`config.mk`:
```
export PLATFORM = sky130hd
export DESIGN_NAME = flash_guard
export DESIGN_NICKNAME = d
export VERILOG_FILES = /design/src/verilog/flash_guard_pkg.sv /design/src/verilog/group_guard.sv /design/src/verilog/flash_guard.sv
export VERILOG_INCLUDE_DIRS = /design/src /design/src/verilog
export SDC_FILE = /design/constraint.sdc
export NUM_CORES = 1
export LEC_CHECK = 0
export ABC_CLOCK_PERIOD_IN_PS = 2200
export BUFFER_PORTS_ARGS = -buffer_cell sky130_fd_sc_hd__buf_2
export CORE_MARGIN = 10
export CORE_UTILIZATION = 40
export CTS_BUF_LIST = sky130_fd_sc_hd__clkbuf_4 sky130_fd_sc_hd__clkbuf_8
export DETAILED_ROUTE_END_ITERATION = 8
export PLACE_DENSITY = 0.78
export SYNTH_ARGS = -nofsm -noshare
export SYNTH_HDL_FRONTEND = slang
export SYNTH_SLANG_ARGS = --single-unit
export TNS_END_PERCENT = 5
```
`constraint.sdc`:
```
create_clock -name mclk -period 2.2 [get_ports mclk]
set_clock_uncertainty 0.2 [all_clocks]
set_input_delay 0.44 -clock mclk [delete_from_list [all_inputs] [get_ports mclk]]
set_output_delay 0.44 -clock mclk [all_outputs]
set_load 0.005 [all_outputs]
```
`src/verilog/flash_guard_regs.svh`:
```
`ifndef FLASH_GUARD_REGS_SVH
`define FLASH_GUARD_REGS_SVH

// ----------------------------------------
// register offsets
// ----------------------------------------
`define OFS_LOCK_LO 8'h10
`define OFS_LOCK_HI 8'h14
`define OFS_IRQ_EN 8'h20
`define OFS_IRQ_FLAGS 8'h24
`define OFS_IRQ_CLR 8'h28

// ----------------------------------------
// fields and values
// ----------------------------------------
`define UNLOCK_KEY 16'h5A5A
`define KEY_HI 31
`define KEY_LO 16
`define BIT_NONBLANK 4
`define BIT_GUARD 1
`define BIT_EXEC 0
`define FLAG_MASK 5'h13
`define LOCK_RESET 16'h0000
`define IRQ_EN_RESET 5'h00
`define IRQ_FLAGS_RESET 5'h00
`define IRQ_CLR_RESET 32'h0000001F
`define BLANK_BYTE 8'hFF

`endif

```
`src/verilog/flash_guard_pkg.sv`:
```
package flash_guard_pkg;

  typedef enum logic [1:0] {
    OP_READ = 2'b00,
    OP_PROGRAM = 2'b01,
    OP_PAGE_ERASE = 2'b10,
    OP_CHIP_ERASE = 2'b11
  } op_mode_e;

  typedef struct packed {
    logic [15:0] lock_lo;
    logic [15:0] lock_hi;
    logic [4:0] irq_en;
    logic [4:0] flags;
    logic [31:0] prdata;
    logic pready;
    logic pslverr;
    logic op_go;
    logic op_refused;
    logic irq;
  } state_s;

endpackage : flash_guard_pkg

```
`src/verilog/group_guard.sv`:
```
module group_guard #(
  parameter int GROUPS = 32
) (
  // target page and lock bits
  input wire logic [8:0] page,
  input wire logic [GROUPS-1:0] lock_bits,
  // decode
  output logic page_locked,
  output logic any_locked
);

  logic [GROUPS-1:0] hit;

  // ----------------------------------------
  // one comparator per 8-page group
  // ----------------------------------------
  genvar i;
  generate
    for (i = 0; i < GROUPS; i++) begin : g_grp
      assign hit[i] = page[8] && (page[7:3] == 5'(i)) && !lock_bits[i];
    end
  endgenerate

  assign page_locked = |hit;
  assign any_locked = !(&lock_bits);

endmodule : group_guard

```
`src/verilog/flash_guard.sv`:
```
// Design decision made here: register access over APB.
`include "flash_guard_regs.svh"

module flash_guard (
  // clock and reset
  input wire logic mclk,
  input wire logic rst_b,
  // apb slave
  input wire logic psel,
  input wire logic penable,
  input wire logic pwrite,
  input wire logic [7:0] paddr,
  input wire logic [31:0] pwdata,
  output logic [31:0] prdata,
  output logic pready,
  output logic pslverr,
  // operation request from sequencer
  input wire logic op_req,
  input wire logic [1:0] op_mode,
  input wire logic [8:0] op_page,
  input wire logic [8:0] exec_page,
  input wire logic [31:0] cur_word,
  // operation verdict
  output logic op_go,
  output logic op_refused,
  // interrupt
  output logic irq
);

  flash_guard_pkg::state_s cur_ff;
  flash_guard_pkg::state_s nxt_st;

  logic page_locked;
  logic any_locked;
  logic [3:0] byte_blank;
  logic is_program;
  logic is_erase;
  logic is_chip;
  logic guard_hit;
  logic exec_hit;
  logic nonblank;
  logic [4:0] ev_set;
  logic [4:0] clr_bits;
  logic acc;
  logic wr_en;
  logic key_ok;
  logic mapped;
  logic [4:0] pend;

  // ----------------------------------------
  // group lookup
  // ----------------------------------------
  group_guard #(
    .GROUPS(32)
  ) u_guard (
    .page(op_page),
    .lock_bits({cur_ff.lock_hi, cur_ff.lock_lo}),
    .page_locked(page_locked),
    .any_locked(any_locked)
  );

  // ----------------------------------------
  // blank check per byte
  // ----------------------------------------
  genvar b;
  generate
    for (b = 0; b < 4; b++) begin : g_byte
      assign byte_blank[b] = cur_word[8*b +: 8] == `BLANK_BYTE;
    end
  endgenerate

  // ----------------------------------------
  // operation classification
  // ----------------------------------------
  always_comb begin
    is_program = op_mode == flash_guard_pkg::OP_PROGRAM;
    is_chip = op_mode == flash_guard_pkg::OP_CHIP_ERASE;
    is_erase = op_mode == flash_guard_pkg::OP_PAGE_ERASE || is_chip;
    guard_hit = (is_program || is_erase) && (is_chip ? any_locked : page_locked);
    exec_hit = (is_program || is_erase) && (is_chip || op_page == exec_page);
    nonblank = is_program && !(&byte_blank);
    ev_set = '0;
    ev_set[`BIT_NONBLANK] = op_req && nonblank;
    ev_set[`BIT_GUARD] = op_req && guard_hit;
    ev_set[`BIT_EXEC] = op_req && exec_hit;
  end

  // ----------------------------------------
  // bus decode
  // ----------------------------------------
  always_comb begin
    acc = psel && penable && !cur_ff.pready;
    wr_en = psel && penable && cur_ff.pready && pwrite && !cur_ff.pslverr;
    key_ok = pwdata[`KEY_HI:`KEY_LO] == `UNLOCK_KEY;
    case (paddr)
      `OFS_LOCK_LO, `OFS_LOCK_HI, `OFS_IRQ_EN, `OFS_IRQ_FLAGS, `OFS_IRQ_CLR: mapped = 1'b1;
      default: mapped = 1'b0;
    endcase
    clr_bits = '0;
    if (wr_en && paddr == `OFS_IRQ_CLR) begin
      clr_bits = ~pwdata[4:0] & `FLAG_MASK;
    end
    pend = cur_ff.flags & cur_ff.irq_en;
  end

  // ----------------------------------------
  // next state
  // ----------------------------------------
  always_comb begin
    nxt_st = cur_ff;
    nxt_st.pready = acc;
    nxt_st.pslverr = acc && !mapped;
    if (acc && !pwrite) begin
      case (paddr)
        `OFS_LOCK_LO: nxt_st.prdata = {16'h0000, cur_ff.lock_lo};
        `OFS_LOCK_HI: nxt_st.prdata = {16'h0000, cur_ff.lock_hi};
        `OFS_IRQ_EN: nxt_st.prdata = {27'h0000000, cur_ff.irq_en};
        `OFS_IRQ_FLAGS: nxt_st.prdata = {27'h0000000, cur_ff.flags};
        `OFS_IRQ_CLR: nxt_st.prdata = `IRQ_CLR_RESET;
        default: nxt_st.prdata = 32'h00000000;
      endcase
    end else if (acc) begin
      nxt_st.prdata = 32'h00000000;
    end
    if (wr_en && paddr == `OFS_LOCK_LO && key_ok) begin
      nxt_st.lock_lo = pwdata[15:0];
    end
    if (wr_en && paddr == `OFS_LOCK_HI && key_ok) begin
      nxt_st.lock_hi = pwdata[15:0];
    end
    if (wr_en && paddr == `OFS_IRQ_EN) begin
      nxt_st.irq_en = pwdata[4:0] & `FLAG_MASK;
    end
    // set wins over clear
    nxt_st.flags = (cur_ff.flags & ~clr_bits) | ev_set;
    nxt_st.op_go = op_req && (ev_set == 5'h00);
    nxt_st.op_refused = op_req && (ev_set != 5'h00);
    nxt_st.irq = |pend;
  end

  // ----------------------------------------
  // state register
  // ----------------------------------------
  always_ff @(posedge mclk or negedge rst_b) begin
    if (!rst_b) begin
      cur_ff <= '{
        lock_lo: `LOCK_RESET,
        lock_hi: `LOCK_RESET,
        irq_en: `IRQ_EN_RESET,
        flags: `IRQ_FLAGS_RESET,
        prdata: 32'h00000000,
        pready: 1'b0,
        pslverr: 1'b0,
        op_go: 1'b0,
        op_refused: 1'b0,
        irq: 1'b0
      };
    end else begin
      cur_ff <= nxt_st;
    end
  end

  // ----------------------------------------
  // outputs
  // ----------------------------------------
  assign prdata = cur_ff.prdata;
  assign pready = cur_ff.pready;
  assign pslverr = cur_ff.pslverr;
  assign op_go = cur_ff.op_go;
  assign op_refused = cur_ff.op_refused;
  assign irq = cur_ff.irq;
endmodule : flash_guard

```
Word-level counts from Yosys, hierarchy flattened:

Index checks and enable logic that the tools add are counted.

* flip-flop bits (word level): 77
* input port bits: 98
* logic and storage cells: 201

* equal/unequal tests: 45
* multiplexer cells: 6
* bitwise operators: 5
* reductions and logical operators: 135

Operators by type and width (count)
* 1-bit logical AND: 85
* 5-bit == test (second input constant): 16
* 16-bit case mux with 5 select lines: 1
* 32-bit two-way mux: 2
* 5-bit by 4-bit == test with 1-bit output (second input constant): 8
* 1-bit zero test: 38
* 8-bit == test (second input constant): 4
* 32-bit AND reduction: 1
* 32-bit OR reduction: 1
* 8-bit by 6-bit == test with 1-bit output (second input constant): 3
* 5-bit by 3-bit == test with 1-bit output (second input constant): 4
* 16-bit by 15-bit == test with 1-bit output (second input constant): 1
* 8-bit by 5-bit == test with 1-bit output (second input constant): 2
* 5-bit bitwise AND: 2
* 5-bit by 2-bit == test with 1-bit output (second input constant): 2
* 5-bit zero test: 2
* 5-bit NOT: 2
* 5-bit OR reduction: 2
* 9-bit == test: 1
* 5-bit by 1-bit == test with 1-bit output (second input constant): 1
* 5-bit two-way mux: 1
* 5-bit bitwise OR: 1
* 5-bit nonzero test: 1
* 2-bit == test (second input constant): 2
* other kinds (5): 8

Depth between registers and ports, before layout:

Gate-level depths: netlist of the first run.

* depth in word-level cells: 9
* gate-level depth with buffers: 8

Modules after synthesis:

From an unflattened synthesis of the first run, not the netlist that was laid out.

* cells, all modules: 337
* area total of the unflattened synthesis: 3552.2 um^2

By module, submodules not included
* flash_guard: times used 1, cells an instance 277, area each 3069.2 um^2, sequential area each 1476.4 um^2
* group_guard: times used 1, cells an instance 60, area each 483.0 um^2, sequential area each 0.0 um^2

Worst setup path before layout of the first run:

No wires, ideal clock.

* kind: input -> register
* start: input port paddr[7]
* end: register cur_ff[70] (netlist bit)
* library setup time: 0.125 ns
* arrival time: 2.132 ns
* slack: -0.257 ns
* cell stages on the path: 6
* buffers on the path: 2
* path through: or4_4 > nor4_4 > nor2b_1 > buf_4 > buf_8 > mux2_4

* cells in the longest elaborated chain, start to end: 3

RTL lines
* start: declaration: RTL line flash_guard.sv:12 `input wire logic [7:0] paddr,`
* 8-bit by 5-bit == test with 1-bit output
* 1-bit logical AND (no source line)
* 1-bit logical AND: RTL line flash_guard.sv:125 `` if (wr_en && paddr == `OFS_LOCK_LO && key_ok) begin ``
* end signal: assignment: RTL line flash_guard.sv:146 `cur_ff <= '{`
* end signal: assignment: RTL line flash_guard.sv:159 `cur_ff <= nxt_st;`
* end: declaration: RTL line flash_guard.sv:30 `flash_guard_pkg::state_s cur_ff;`

Every way passes these cells.
A chain may end at the register's enable or synchronous reset.

Final worst setup path of the first run:

* start: input port paddr[7]
* end: register cur_ff[60] (netlist bit)

* cells in the longest elaborated chain, start to end: 3

RTL lines
* 8-bit by 5-bit == test with 1-bit output
* 1-bit logical AND (no source line)
* 1-bit logical AND: RTL line flash_guard.sv:128 `` if (wr_en && paddr == `OFS_LOCK_HI && key_ok) begin ``

Every way passes these cells.

==> flow_summary.json, run 1 <==
{
  "status": "complete, no violations",
  "synth_edf_count": 0,
  "ios": 135,
  "portBuffers": 118,
  "dp_hpwl_um": 8169,
  "grt_setup_unrepaired": "false",
  "insertion_delay_ps": 330,
  "globalplace.congestion": 0.9231,
  "clock-sinks": 59,
  "yosys_most_used_dff": "dfrtp_1",
  "syn_inst": 345,
  "viasPerCell": 5.392,
  "grt_pass1_wl_um": 16330,
  "final.fill_count": 805,
  "core_area_sq_um": 8636,
  "async_reset_ff_share_pct": 100.0,
  "hp-class": "primary input to flip-flop",
  "vdd_ir_drop_max_mv": 0.3388,
  "grt.total_usage_pct": 15.47,
  "cts_buffer_depth": 2,
  "final_cell_mix": "buf_2 (118), dfrtp_1 (59), nand2_1 (32)",
  "slowest_stage": "or4_4",
  "reg2reg_depth": 5,
  "routed_wl_um": 10120,
  "grt_max_degree": 60,
  "die_area_sq_um": 12920,
  "final_common_cell": "buf_2",
  "finalMaxSlewViolations": 0,
  "grt_pass1_vias": 3369,
  "die_h_um": 113.7,
  "path_max_fanout": 14,
  "final_area_sq_um": 4486,
  "synth_area_sq_um": 3510,
  "critPathCaptureType": "flip-flop",
  "p_per_area_nw_per_um2": 519.4,
  "path_cells": "buf_2 -> or4_4 -> nor3b_2 -> and2_4 -> inv_2 -> nor2_8 -> buf_12 -> mux2_1",
  "root_buffer": "clkbuf_8",
  "start_kind": "primary input",
  "clk_pin_slew_ps": 60,
  "drive_gt1_share_pct": 41.96,
  "cp.required_ps": 2210,
  "drcViolationCount": 0,
  "antennaDiodeCount": 0,
  "ys_warn_count": 0,
  "hold_slack_ps": 136.4,
  "p_leak_uw": 0.002208,
  "first_pass_iters": 5,
  "grt_antenna_before_repair": 0,
  "wire_per_inst_um": 17.24,
  "hold_violations": 0,
  "seq_area_frac_synth_pct": 42.07,
  "final_nets": 574,
  "r2r_slack_ps": 190,
  "rows": 34,
  "ant_nets": 0,
  "drt_iter0_drc": 210,
  "initial_core_util_pct": 40.64,
  "yosys.cell_types.count": 53,
  "die_w_um": 113.7,
  "ys_ff_latch": 59,
  "post-route-min-period_ps": 2111,
  "avgSynthCellArea_sq_um": 10.17,
  "area_growth_pct": 27.81,
  "fmaxAchievable_ghz": 0.4737,
  "cpPeakStageDelay_ps": 560,
  "cts_tree": "yes",
  "vias": 3165,
  "min_path_cells": 3,
  "finalSetupViolations": 0,
  "utilization_pct": 51.94,
  "setup_tns_ps": 0,
  "dpl-instance-area_sq_um": 4254,
  "cts_buffers": 9,
  "cp.arrival_ps": 2120,
  "worstSetupPathType": "primary input to flip-flop",
  "fin_crit_sh_pct": 95.95,
  "htreeDepth": 3,
  "maxCapViolCount": 0,
  "gr-total-overflow": 0
}
[registers in the layout (all words and copies together), names as in the netlist]
register / count
pslverr: 1
op_refused: 1
prdata: 16
op_go: 1
pready: 1
irq: 1
cur_ff: 38
[metal layers]
layer / wire, um / vias to the layer above / GRT usage [%] / share of wire, %
met1: 4042 / 1490 / 18.25 / 40
met2: 4893 / 173 / 25.47 / 48
met3: 1005 / 18 / 5.197 / 9.9
li1: - / 1484 / - / -
met4: 176 / 0 / 5.838 / 1.7
met5: 0 / - / 0 / 0
[path summary, 6_finish.rpt]
check,start,to
setup / recovery,paddr[7],cur_ff[60]
hold / removal,pwdata[11],cur_ff[74]
setup reg to reg,cur_ff[72],op_refused
hold reg to reg,prdata[10],prdata[10]
max in group asynchronous,rst_b,cur_ff[60]
min in group asynchronous,rst_b,cur_ff[38]
[logic make-up after synthesis]
kind of cell             share of synthesized area, %
AND/OR/NAND/NOR                                 18.86
AO/OA/AOI/OAI                                   13.33
flip-flops                                      42.07
buffers and inverters                           10.41
multiplexers                                    12.69
XOR/XNOR                                        2.246
adder cells (fa/ha/maj)                        0.2852
other                                          0.1068
[worst max-delay path, delay by kind of cell]
kind / cells / cell delay (ps)
AND/OR/NAND/NOR: 4 / 1030
multiplexers: 1 / 330
buffers and inverters: 3 / 290
[cell usage after synthesis, types with 5 or more instances]
library cell	count	area [sq um]
a21oi_1	6	30.03
a22oi_1	12	90.09
buf_4	33	247.7
clkbuf_1	7	26.28
dfrtp_1	59	1476
inv_1	9	33.78
mux2_1	10	112.6
mux2_2	18	202.7
mux2_4	6	90.09
nand2_1	32	120.1
nand4_1	19	118.9
nor2b_1	7	43.79
nor3_1	8	40.04
nor4_1	5	31.28
o21ai_0	27	135.1
xnor2_1	9	78.83
[report_power, final]
| group | internal [uW] | total (uW) | leakage, uW | switching [uW] |
|---|---|---|---|---|
| clock network | 550 | 939 | 0.0000985 | 390 |
| logic | 150 | 296 | 0.00132 | 147 |
| registers | 1090 | 1090 | 0.000794 | 2.77 |
| total | 1790 | 2330 | 0.00221 | 539 |
[per-stage QoR]
stage               worst slack, ps  std cells  power, uW
global placement             -289.9        570       1399
CTS                           21.18        585       2350
detailed placement           -322.1        570       1408
floorplan                    -257.1        360       1241
global route                  11.07        587       2431
finish                        89.09        587       2330
[final cells by class]
| type | instances | area, sq um | share of cell area [%] |
|---|---|---|---|
| clock buffer | 11 | 145.1 | 3.236 |
| clock inverter | 3 | 40.04 | 0.8926 |
| inverter | 10 | 37.54 | 0.8368 |
| multi-input combinational | 243 | 1733 | 38.63 |
| sequential | 59 | 1476 | 32.92 |
| tap | 108 | 135.1 | 3.013 |
| timing repair buffer | 153 | 918.4 | 20.47 |
[timing repair]
item,4_1_cts,5_1_grt
endpoints found under the hold margin,59,0
endpoints found under the setup margin,0,26
hold buffers,1,0
buffers inserted,0,2
resized for setup,0,2
No activity file was read; power rests on OpenSTA's default activity.
==> inputs of run 2 (changes only) <==
- CORE_UTILIZATION: 40 -> 46
- PLACE_DENSITY: 0.78 -> 0.87
==> run 2 against run 1 <==
Critical path depth is 1 lower. Combinational power fell by 1%. Largest power group is now the clock network. Critical endpoint is now cur_ff[53]. Critical path type unchanged. Global-route usage up 2.2 points. First-iteration DRC count grew 11%. Register-to-register slack worse by 20 ps.
==> flow_summary.json, run 2 (same netlist as run 1, synthesis figures left out) <==
{
  "status": "complete, no violations",
  "first_pass_iters": 5,
  "power_frac_comb_pct": 11.6,
  "largest_reg_flops": 38,
  "maxCapViolCount": 0,
  "hp-class": "primary input to flip-flop",
  "ios": 135,
  "path_delay_family": "simple AND/OR/NAND/NOR gates",
  "slowest_stage": "or4_4",
  "tightest_slew_ps": 506.6,
  "layoutNonFillerInstCount": 572,
  "cpPeakStageDelay_ps": 570,
  "cp.arrival_ps": 2210,
  "finalSetupViolations": 0,
  "regMostFlops": "cur_ff",
  "root_buffer": "clkbuf_8",
  "final.fill_count": 616,
  "drcViolationCount": 0,
  "maxSlewHeadroom_pct": 66.22,
  "grt_setup_unrepaired": "true",
  "ant_nets": 0,
  "area_growth_pct": 26.99,
  "power_frac_seq_pct": 43.4,
  "core_area_sq_um": 7331,
  "cts_buffers": 9,
  "p_int_uw": 1946,
  "path_max_fanout": 16,
  "clock-sinks": 59,
  "clockPowerShare_pct": 45.0,
  "insertion_delay_ps": 340,
  "critPathCaptureType": "flip-flop",
  "cts_tree": "yes",
  "die_h_um": 107.3,
  "die_w_um": 107.3,
  "grt_pass1_vias": 3416,
  "drive_gt1_share_pct": 41.23,
  "worstSetupPathType": "primary input to flip-flop",
  "post-route-min-period_ps": 2182,
  "cts_buffer_depth": 2,
  "final_common_cell": "buf_2",
  "hold_violations": 0,
  "grt_antenna_before_repair": 0,
  "htreeDepth": 3,
  "antennaDiodeCount": 0,
  "routed_wl_um": 10300,
  "path_cells": "buf_2 -> or4_4 -> nor3b_4 -> and2_4 -> inv_2 -> nor2_8 -> mux2_2",
  "finalMaxSlewViolations": 0,
  "grt_max_degree": 40,
  "fmaxAchievable_ghz": 0.4583,
  "power.switching_uw": 571.1,
  "post-cts-setup-buffers": 0,
  "initial_core_util_pct": 47.88,
  "drt_iter0_drc": 234,
  "p_leak_uw": 0.002190,
  "die_area_sq_um": 11520,
  "viasPerCell": 5.563,
  "critPathBufInv": 2,
  "dp_hpwl_um": 8189,
  "wire_per_inst_um": 18.01,
  "grt.total_usage_pct": 17.67,
  "clk_pin_slew_ps": 70,
  "portBuffers": 118,
  "switching_share_pct": 22.69,
  "setup_tns_ps": 0,
  "vdd_ir_drop_max_mv": 0.2766,
  "final_nets": 566,
  "grt_pass1_wl_um": 16430,
  "vias": 3182,
  "dp.cells": 555,
  "start_kind": "primary input",
  "gr-total-overflow": 0,
  "p_per_area_nw_per_um2": 564.8,
  "globalplace.congestion": 0.9069,
  "rows": 31,
  "final_cell_mix": "buf_2 (118), dfrtp_1 (59), nand2_1 (32)",
  "fin_crit_sh_pct": 99.19,
  "cp.required_ps": 2230
}
-- run 2: changes by cell type in the layout (fill, tap and decap cells not counted), sizes merged --
cell,before,now
clkinvlp,0,1
buf,152,144
clkinv,2,1
clkbuf,11,12
bufinv,1,2
-- run 2: metal layers --
layer	vias up	global-route usage, %	part of all wire, %
met2	174	30.02	49
met4	0	6.775	1.9
met3	21	6.108	10
met5	-	0	0
met1	1511	19.96	38
li1	1476	-	-
-- run 2: area by class of cell --
cell class	count	area (sq um)	area share, %
clock buffer	12	158.9	3.565
clock inverter	4	72.57	1.628
inverter	10	37.54	0.8422
multi-input combinational	243	1742	39.08
sequential	59	1476	33.13
tap	99	123.9	2.779
timing repair buffer	145	845.8	18.98
-- run 2: worst register-to-register path, cell delays in order, from the launching register on --
cell and delay [ps]:
dfrtp_1 390, or4b_2 680, o311ai_0 120, o311ai_0 160
a21oi_1 270, o21bai_1 140
-- run 2: power by group through the flow --
stage | combinational (uW) | clock, uW | sequential [uW]
2_1_floorplan | 127 | 0 | 1110
3_3_place_gp | 279 | 0 | 1110
3_5_place_dp | 288 | 0 | 1110
4_1_cts | 290 | 1160 | 1090
5_1_grt | 323 | 1200 | 1090
6_report | 292 | 1130 | 1090
-- run 2: per-stage QoR --
step / cell area [sq um] / power, uW / hold WS (ps) / util, % / setup slack [ps]
global route: 4457 / 2612 / 135.4 / 60.80 / -36.09
CTS: 4439 / 2539 / 116.1 / 60.56 / 9.744
floorplan: 3566 / 1241 / -55.59 / - / -257.1
finish: 4457 / 2517 / 124.8 / 60.80 / 17.88
detailed placement: 4198 / 1401 / 240.2 / 57.26 / -355.3
global placement: 4198 / 1392 / 229.7 / 57.26 / -283.8
-- run 2: final timing paths --
check                           start         end  slack (ps)  depth (start not counted)
setup / recovery             paddr[7]  cur_ff[53]          20                          7
hold / removal             pwdata[11]  cur_ff[74]         120                          3
setup reg to reg           cur_ff[72]  op_refused         170                          5
hold reg to reg            prdata[10]  prdata[10]         280                          2
max in group asynchronous       rst_b   prdata[3]         820                          3
min in group asynchronous       rst_b  cur_ff[53]         400                          2
-- run 2: timing repair --
item | 4_1_cts | 5_1_grt
hold buffers | 1 | 0
endpoints found under the setup margin | 0 | 20
endpoints found under the hold margin | 20 | 0
resized for setup | 0 | 3
==> inputs of run 3 (changes only) <==
- SETUP_SLACK_MARGIN: not set -> 0.15
==> run 3 against run 2 <==
Count of clock-buffer cells in the layout unchanged. Global-route usage is 0.37 points higher. Critical endpoint is now cur_ff[47]. Routed wire length increased by 3.0%. Sequential share of layout area decreased by 0.84 points. Final cell count increased by 0.87%. Hold slack improved by 11 ps. Clock power about the same. Combinational power grew 2%. Power increased by 0.37%. Design area grew 2.6%.
==> flow_summary.json, run 3 (same netlist as run 1, synthesis figures left out) <==
{
  "status": "complete, no violations",
  "power_uw": 2527,
  "die_h_um": 107.3,
  "grt_pass1_wl_um": 16660,
  "worstSetupPathType": "primary input to flip-flop",
  "rows": 31,
  "finalMaxSlewViolations": 0,
  "r2r_slack_ps": 160,
  "final.fill_count": 596,
  "dpl-instance-area_sq_um": 4198,
  "drt_iter0_drc": 269,
  "tightest_slew_ps": 509.2,
  "routed_wl_um": 10610,
  "hp-class": "primary input to flip-flop",
  "critPathCaptureType": "flip-flop",
  "insertion_delay_ps": 340,
  "root_buffer": "clkbuf_8",
  "cp.arrival_ps": 2140,
  "die_area_sq_um": 11520,
  "cts_buffers": 9,
  "hold_violations": 0,
  "cts_buffer_depth": 2,
  "maxCapViolCount": 0,
  "rr_endpoint": "cur_ff[47]",
  "start_kind": "primary input",
  "path_max_fanout": 4,
  "post-route-min-period_ps": 2109,
  "wire_per_inst_um": 18.39,
  "gr-total-overflow": 0,
  "drive_gt1_share_pct": 43.31,
  "htreeDepth": 3,
  "viasPerCell": 5.593,
  "portBuffers": 118,
  "first_pass_iters": 7,
  "drcViolationCount": 0,
  "finalWorstSetupSlack_ps": 91.19,
  "fmaxAchievable_ghz": 0.4742,
  "r2r-start": "pslverr",
  "maxSlewHeadroom_pct": 66.06,
  "cp.required_ps": 2230,
  "core_area_sq_um": 7331,
  "p_per_area_nw_per_um2": 552.5,
  "clk_pin_slew_ps": 70,
  "ant_nets": 0,
  "clock-sinks": 59,
  "final_nets": 571,
  "vdd_ir_drop_max_mv": 0.2696,
  "place_worst_setup_slack_ps": -355.3,
  "fin_crit_sh_pct": 95.85,
  "globalplace.congestion": 0.9069,
  "finalSetupViolations": 0,
  "final_area_sq_um": 4573,
  "cp-endpoint": "cur_ff[47]",
  "vias": 3227,
  "grt.total_usage_pct": 18.04,
  "largest_reg_flops": 38,
  "antennaDiodeCount": 0,
  "final_common_cell": "buf_2",
  "initial_core_util_pct": 47.88,
  "grt_antenna_before_repair": 0,
  "die_w_um": 107.3,
  "p_leak_uw": 0.002226,
  "startpoint": "paddr[7]",
  "area_growth_pct": 30.30,
  "cts_tree": "yes",
  "grt_max_degree": 40,
  "grt_pass1_vias": 3426,
  "reg2reg_depth": 6,
  "holdCritStartpoint": "pwdata[11]",
  "grt_setup_unrepaired": "true",
  "final_cell_mix": "buf_2 (116), dfrtp_1 (59), nand2_1 (32)",
  "ios": 135,
  "regMostFlops": "cur_ff",
  "dp_hpwl_um": 8189
}
[run 3: repair_timing]
item | in CTS | in global routing
hold buffers | 1 | 0
setup buffers | 4 | 0
setup endpoints to repair | 46 | 41
pin swaps | 4 | 3
endpoints found under the hold margin | 20 | 0
resized for setup | 7 | 15
gates cloned | 1 | 0
[run 3: through the flow]
| stage | hold slack (ps) | setup TNS (ps) | instances | util, % |
|---|---|---|---|---|
| final | 135.9 | 0 | 577 | 62.38 |
| after floorplan | -55.59 | -6123 | 360 | - |
| after global routing | 130.4 | 0 | 577 | 62.38 |
| after detailed placement | 240.2 | -13870 | 555 | 57.26 |
| after global placement | 229.7 | -11510 | 555 | 57.26 |
| after CTS | 116.1 | 0 | 577 | 61.53 |
[run 3: report_power, final]
| part | leakage (uW) | switching (uW) | internal (uW) |
|---|---|---|---|
| clock network | 0.000116 | 425 | 710 |
| registers | 0.000794 | 2.47 | 1090 |
| logic | 0.00132 | 150 | 148 |
| total | 0.00223 | 577 | 1950 |
[run 3: area by class of cell]
class	instances	area [sq um]	share of cell area [%]
multi-input combinational	244	1799	39.34
sequential	59	1476	32.28
timing repair buffer	149	899.6	19.67
clock buffer	12	158.9	3.475
tap	99	123.9	2.709
clock inverter	4	72.57	1.587
inverter	10	42.54	0.9302
[run 3: layer usage]
metal | global-route usage [%] | vias to the layer above | share of wire (%)
met4 | 7.252 | 0 | 2.0
met5 | 0 | - | 0
met2 | 30.50 | 179 | 49
met1 | 20.40 | 1536 | 38
li1 | - | 1486 | -
met3 | 6.228 | 26 | 11
[run 3: worst min path at each step]
stage | cells after the start | end | slack, ps
after global routing | 2 | cur_ff[56] | 130
after detailed placement | 1 | cur_ff[38] | 240
final | 3 | cur_ff[74] | 140
after floorplan | 0 | cur_ff[37] | -60
after CTS | 3 | cur_ff[74] | 120
after global placement | 1 | cur_ff[46] | 230
[run 3: worst max-delay path, cell delays in order]
cell     delay [ps]
buf_6            90
or4_4           570
nor3b_4         200
and2_4          200
inv_6            50
nor2_4          130
buf_6           150
mux2_4          300
